`src/arpc_defines.svh`:
```
`ifndef ARPC_DEFINES_SVH
`define ARPC_DEFINES_SVH
// Overview of operation
// - 18-bit RAM, parity on write, checked on read
// - Read parity mismatch sets status bit 15
// - Bit 16 set writes words without parity
// - Bad map entry withholds slave sync, reports
// - Map error on buffered path empties buffer
// - Bad buffered read data: no delivery, report
// - Block write word error reports, empties buffer
// - Bad vector returns zero, read status, ack
// - Bad register read returns zero, ack, report
`define ARPC_RAM_WIDTH   18
`define ARPC_DATA_WIDTH  16
`define ARPC_ADDR_WIDTH  8
`define ARPC_RAM_DEPTH   256
`define ARPC_CSR_WIDTH   32
`define ARPC_CSR_PERR    15
`define ARPC_CSR_PGDIS   16
`define ARPC_ZERO_DATA   16'h0000
`define ARPC_BYTE_WIDTH  8
`define ARPC_BYTES       2
`define ARPC_PAR_LO      16
`define ARPC_PAR_HI      17
`define ARPC_PAR_NONE    2'h0
`endif

```
`src/arpc_ram_if.sv`:
```
`timescale 1ns/1ps
`include "arpc_defines.svh"
interface arpc_ram_if;
	logic                         wr_en;
	logic [`ARPC_ADDR_WIDTH-1:0]  wr_addr;
	logic [`ARPC_RAM_WIDTH-1:0]   wr_data;
	logic                         rd_en;
	logic [`ARPC_ADDR_WIDTH-1:0]  rd_addr;
	logic [`ARPC_RAM_WIDTH-1:0]   rd_data;
	modport ctrl (output wr_en, output wr_addr, output wr_data, output rd_en, output rd_addr, input rd_data);
	modport mem  (input wr_en, input wr_addr, input wr_data, input rd_en, input rd_addr, output rd_data);
endinterface : arpc_ram_if

```
`src/arpc_ram.sv`:
```
`timescale 1ns/1ps
`include "arpc_defines.svh"
module arpc_ram (
	input wire logic clock_i,
	arpc_ram_if.mem  port
);
	logic [`ARPC_RAM_WIDTH-1:0] store [`ARPC_RAM_DEPTH];
	logic [`ARPC_RAM_WIDTH-1:0] rd_q;
	always_ff @(posedge clock_i) begin
		if (port.wr_en) begin
			store[port.wr_addr] <= port.wr_data;
		end
		if (port.rd_en) begin
			rd_q <= store[port.rd_addr];
		end
	end
	assign port.rd_data = rd_q;
endmodule : arpc_ram

```
`src/flat_wrapper.sv`:
```
// flat-port wrapper written by rule: the top's interface ports become plain ports
module arpc_ram_flat 
  (clock_i, port_wr_en, port_wr_addr, port_wr_data, port_rd_en, port_rd_addr, port_rd_data);
  arpc_ram_if port_i ();
  input wire logic clock_i;
  input wire logic [$bits(port_i.wr_en)-1:0] port_wr_en;
  input wire logic [$bits(port_i.wr_addr)-1:0] port_wr_addr;
  input wire logic [$bits(port_i.wr_data)-1:0] port_wr_data;
  input wire logic [$bits(port_i.rd_en)-1:0] port_rd_en;
  input wire logic [$bits(port_i.rd_addr)-1:0] port_rd_addr;
  output wire logic [$bits(port_i.rd_data)-1:0] port_rd_data;
  assign port_i.wr_en = port_wr_en;
  assign port_i.wr_addr = port_wr_addr;
  assign port_i.wr_data = port_wr_data;
  assign port_i.rd_en = port_rd_en;
  assign port_i.rd_addr = port_rd_addr;
  assign port_rd_data = port_i.rd_data;
  arpc_ram u_core (.clock_i(clock_i), .port(port_i));
endmodule
```
`config.mk`:
```
export PLATFORM = sky130hd
export DESIGN_NAME = arpc_ram_flat
export DESIGN_NICKNAME = d
export VERILOG_FILES = /design/src/arpc_ram_if.sv /design/src/arpc_ram.sv /design/src/flat_wrapper.sv
export VERILOG_INCLUDE_DIRS = /design/src
export SDC_FILE = /design/constraint.sdc
export NUM_CORES = 2
export LEC_CHECK = 0
export BUFFER_PORTS_ARGS = -buffer_cell sky130_fd_sc_hd__clkbuf_2
export CAP_MARGIN = 20
export CELL_PAD_IN_SITES_DETAIL_PLACEMENT = 0
export CELL_PAD_IN_SITES_GLOBAL_PLACEMENT = 1
export CORE_MARGIN = 2
export CORE_UTILIZATION = 55
export CTS_BUF_LIST = sky130_fd_sc_hd__clkbuf_8
export DETAILED_ROUTE_END_ITERATION = 10
export PLACE_DENSITY = 0.75
export SYNTH_ARGS = -nofsm -noshare
export SYNTH_HDL_FRONTEND = slang
export SYNTH_MEMORY_MAX_BITS = 65536
export SYNTH_SLANG_ARGS = --single-unit
```
`constraint.sdc`:
```
create_clock -name clock_i -period 7.9 [get_ports clock_i]
set_clock_uncertainty 0.1 [all_clocks]
set_input_delay 0.395 -clock clock_i [delete_from_list [all_inputs] [get_ports clock_i]]
set_output_delay 0.395 -clock clock_i [all_outputs]
set_load 0.1 [all_outputs]
```
# Word level (Yosys, flattened, before mapping)
# Memories as Yosys holds them, arrays and structs flattened. A register that Yosys moved wholly into a read port is not among the register bits.
# Index checks and enable logic that the tools add are counted.
totals:
  in_bits: 37
  output_inout_bits: 18
  mem_bits_rw: 4608
  memories: 1
  word_cells: 3
  register_bits: 0
memory_table:
  columns: ["name", "depth", "word_bits", "read_ports", "rd_clocked_by_memory_dff", "write_ports", "line_no", "text"]
  rows:
  - ["u_core.store", 256, 18, 1, 1, 1, "arpc_ram.sv:7", "logic [`ARPC_RAM_WIDTH-1:0] store [`ARPC_RAM_DEPTH];"]
classes:
  mux: 2
ops:
  columns: ["cell", "n"]
  rows:
  - ["2-to-1 mux 1 bit", 2]

# Logic depth before layout (Yosys ltp)
logic_depth:
  word_depth: 2
  depth_mapped: 13
  mapped_depth_nobuf: 7

# Least setup slack after synthesis
# Ideal clock, no wire load.
synth_timing:
  kind: "input to register"
  start: "input port port_rd_addr[0]"
  end: "register u_core.rd_q[6] (netlist: u_core.port.rd_data[6]) (read register of u_core.store) (data pin)"
  arrival_ns: 2.568
  required_ns: 7.538
  setup_ns: 0.262
  slack_ns: 4.970
  stages: 9
  cell_sequence: "buf_6 > buf_12 > buf_4 > buf_2 > mux4_2 > mux4_2 > a22o_1 > nor4_1 > nor3_1"
synth_rtl:
  columns: ["item", "line_no", "text"]
  rows:
  - ["start: declaration", "flat_wrapper.sv:10", "input wire logic [$bits(port_i.rd_addr)-1:0] port_rd_addr;"]
  - ["end: declaration", "arpc_ram.sv:8", "logic [`ARPC_RAM_WIDTH-1:0] rd_q;"]

==> run metrics <==
switching pwr 0.01104 W; Post-synth top cells edfxtp_1 (4,626), mux4_2 (958), mux2i_1 (587); share of synthesized registers carrying an async set or reset 0%; pin count of the biggest net entering global routing about 190; vias per cell approximately 6.6; Final period util 52.20%; Vias 91,269; Die Wd approximately 570 µm; IO Pins 55; endpoints failing setup 0; CP Launch Type input port; Residual DRC 0; Final min period between 4 and 5 ns; R2R setup slack 4.32 ns; post-synth cell types 57; port bufs 54; top cell type by total area after synthesis edfxtp_1; Gate power share 5.4%; row count 209; Initial Utilization a little under three fifths; hold path endpoint u_core.store[31][6]$_DFFE_PP_; Core Util, Final just over 60%; CTS tree built; Mapped Cells 8,257; H-Tree Depth 6; CP max-delay cell buf_4; Net Sw Frac a little under a quarter; Antenna Violating Nets Remaining 0; Detail Placement HPWL roughly 280,000 µm; Worst path most repeated cell mux4_2; # Max-Cap Violations 0; syn_area_per_cell approximately 22 µm²; non-filler cells, final 13,890; dpl cells between 10,000 and 15,000; unrepaired setup endpoints after global routing false; beginning of the worst register-to-register path u_core.store[203][16]$_DFFE_PP_; TritonCTS Buffers between 700 and 800; hold path startpoint port_wr_data[6]; DR iter-0 viols roughly 14,000; gp weighted congestion 0.9196; Root Driver clkbuf_8; total global-route track usage just under 30%; die height between 500 and 600 µm; Max FO, Critical Path 86; status completed; drt total wl a little under 500,000 µm; CP top delay family buffers and inverters; global route overflow 0; Post-synth EDFFs 4,626; clock share of power 37.8%; WHS Path Cells 2; CP endpoint kind flip-flop; Seq/Total Area, Yosys ~78%; Hold Fails Final Rpt 0; initial antenna violation count 31; P per Cell Area 239.9 nW/µm²; CORE AREA 323,700 µm²; RR Endpoint u_core.port.rd_data[16]$_DFFE_PP_; top_reg_cell synth edfxtp_1; hold_ws 0.1249 ns; CTS Buffer Depth 4; CTS clk-pin slew, worst paths around 0.060 ns; Worst IR Drop VDD about 0.20 mV; CP bufs+invs 2; Synth area leaders edfxtp_1 (78%), mux4_2 (12%), mux2i_1 (3.3%), o221ai_1 (0.86%), nor2_1 (0.84%); r2r worst-path depth 7; WL per Instance around 35 µm; Sequential Power Share 56.7%; Slew headroom a little over 5%; vias in the first global route about 89,000; worst hold path type in2reg; most common cell in the synthesized netlist edfxtp_1; setup bufs post-CTS 0; CP required 8.83 ns; Fin Setup TNS 0 ns; worst path arrival time between 5 and 6 ns; Overall Power 0.04782 W; die area approximately 330,000 µm²; Pint approximately 0.037 W; worst setup path class in2reg; First-pass DRT Iterations 6; clk_lat worst skew about 1.3 ns; Max Clock Freq between 200 and 250 MHz; number of synthesized register bits 4,626; CP Cell Sequence buf_12, buf_4, mux4_2, a221oi_1, mux4_2, a2111oi_2, nand4_1, nor4_1; Final nets 9,027; CTS Sinks about 4,600; share of cells above drive strength 1 26.83%; Yosys warning total 0; max incr delay on CP 0.90 ns; mapped cell area about 180,000 µm²; Post-Syn Nets 8,294; Slew Limit Fails 0; Yosys top cell area share 77.75%; Worst-Margin Slew around 1.4 ns; Leak between 60 and 70 nW; area growth from synthesis to layout 11.59%; global-route wire length before repair around 680,000 µm
layer usage:
layer  up-vias  track usage, %  part of all wire, %
met5         -               0                0.022
met4        16           11.83                  4.4
met3       909           5.967                   10
met2      5553           44.71                   47
met1     48252           41.04                   38
li1      36539               -                    -
cell type report:
type / count / area [µm²]
antenna: 20 / 50.05
inverter: 4 / 27.53
tap: 4325 / 5411
timing repair buffer: 516 / 4733
sequential: 4626 / 138900
clock buffer: 722 / 9937
multi-input combinational: 3132 / 37530
fill: 22456 / 124400
clock inverter: 545 / 2759
power groups by stage:
stage               clock (W)  combinational (W)  sequential (W)
finish                 0.0181            0.00260          0.0271
global route           0.0194            0.00269          0.0271
CTS                    0.0183            0.00258          0.0271
detailed placement          0            0.00256          0.0276
global placement            0            0.00251          0.0276
floorplan                   0            0.00132          0.0277
cell families after synthesis:
kind of cell,count (synthesis),synth area share (%)
flip-flops,4626,77.75
AO/OA/AOI/OAI,735,2.915
AND/OR/NAND/NOR,811,2.051
buffers and inverters,499,1.614
multiplexers,1586,15.67
worst register-to-register path, cell delays in order, from the launching register on:
cell	delay [ns]
edfxtp_1	0.32
mux2i_1	0.07
o22a_1	0.26
nor2b_1	0.16
mux4_2	0.50
a2111oi_2	0.76
nand4_1	0.74
nor4_1	0.45
worst max path at each step:
stage	to	depth (start not counted)	from
2_1_floorplan	u_core.port.rd_data[6]$_DFFE_PP_	9	port_rd_addr[0]
3_5_place_dp	u_core.port.rd_data[16]$_DFFE_PP_	8	port_rd_addr[0]
4_1_cts	u_core.port.rd_data[16]$_DFFE_PP_	10	port_rd_addr[3]
6_report	u_core.port.rd_data[16]$_DFFE_PP_	8	port_rd_addr[0]
5_1_grt	u_core.port.rd_data[16]$_DFFE_PP_	8	port_rd_addr[0]
3_3_place_gp	u_core.port.rd_data[13]$_DFFE_PP_	9	port_rd_addr[0]
through the flow:
step	setup WS [ns]	area (µm²)
5_1_grt	3.785	199300
3_5_place_dp	2.708	186100
6_report	3.776	199400
2_1_floorplan	4.970	178700
4_1_cts	3.974	199100
3_3_place_gp	2.482	185600
flip-flops by register name, summed over array words and instances (netlist names):
signal and cells:
u_core.store 4608, u_core.port.rd_data 18
repair_timing:
action,4_1_cts,5_1_grt
endpoints found under the setup margin,0,0
hold endpoints to repair,2085,0
hold buffers,33,0
resized for setup,0,0
layout by cell type, fill, tap and decap left out, drive strengths merged, types with 146 or more instances in the layout:
cell    synthesis  layout
clkbuf        209     758
clkinv          1     273
o221ai        175     175
o22ai         146     146
mux4          963     963
buf           283     447
inv             3     254
nor2          400     400
edfxtp       4626    4626
mux2i         587     587
Power figures use the tool's default switching activity.
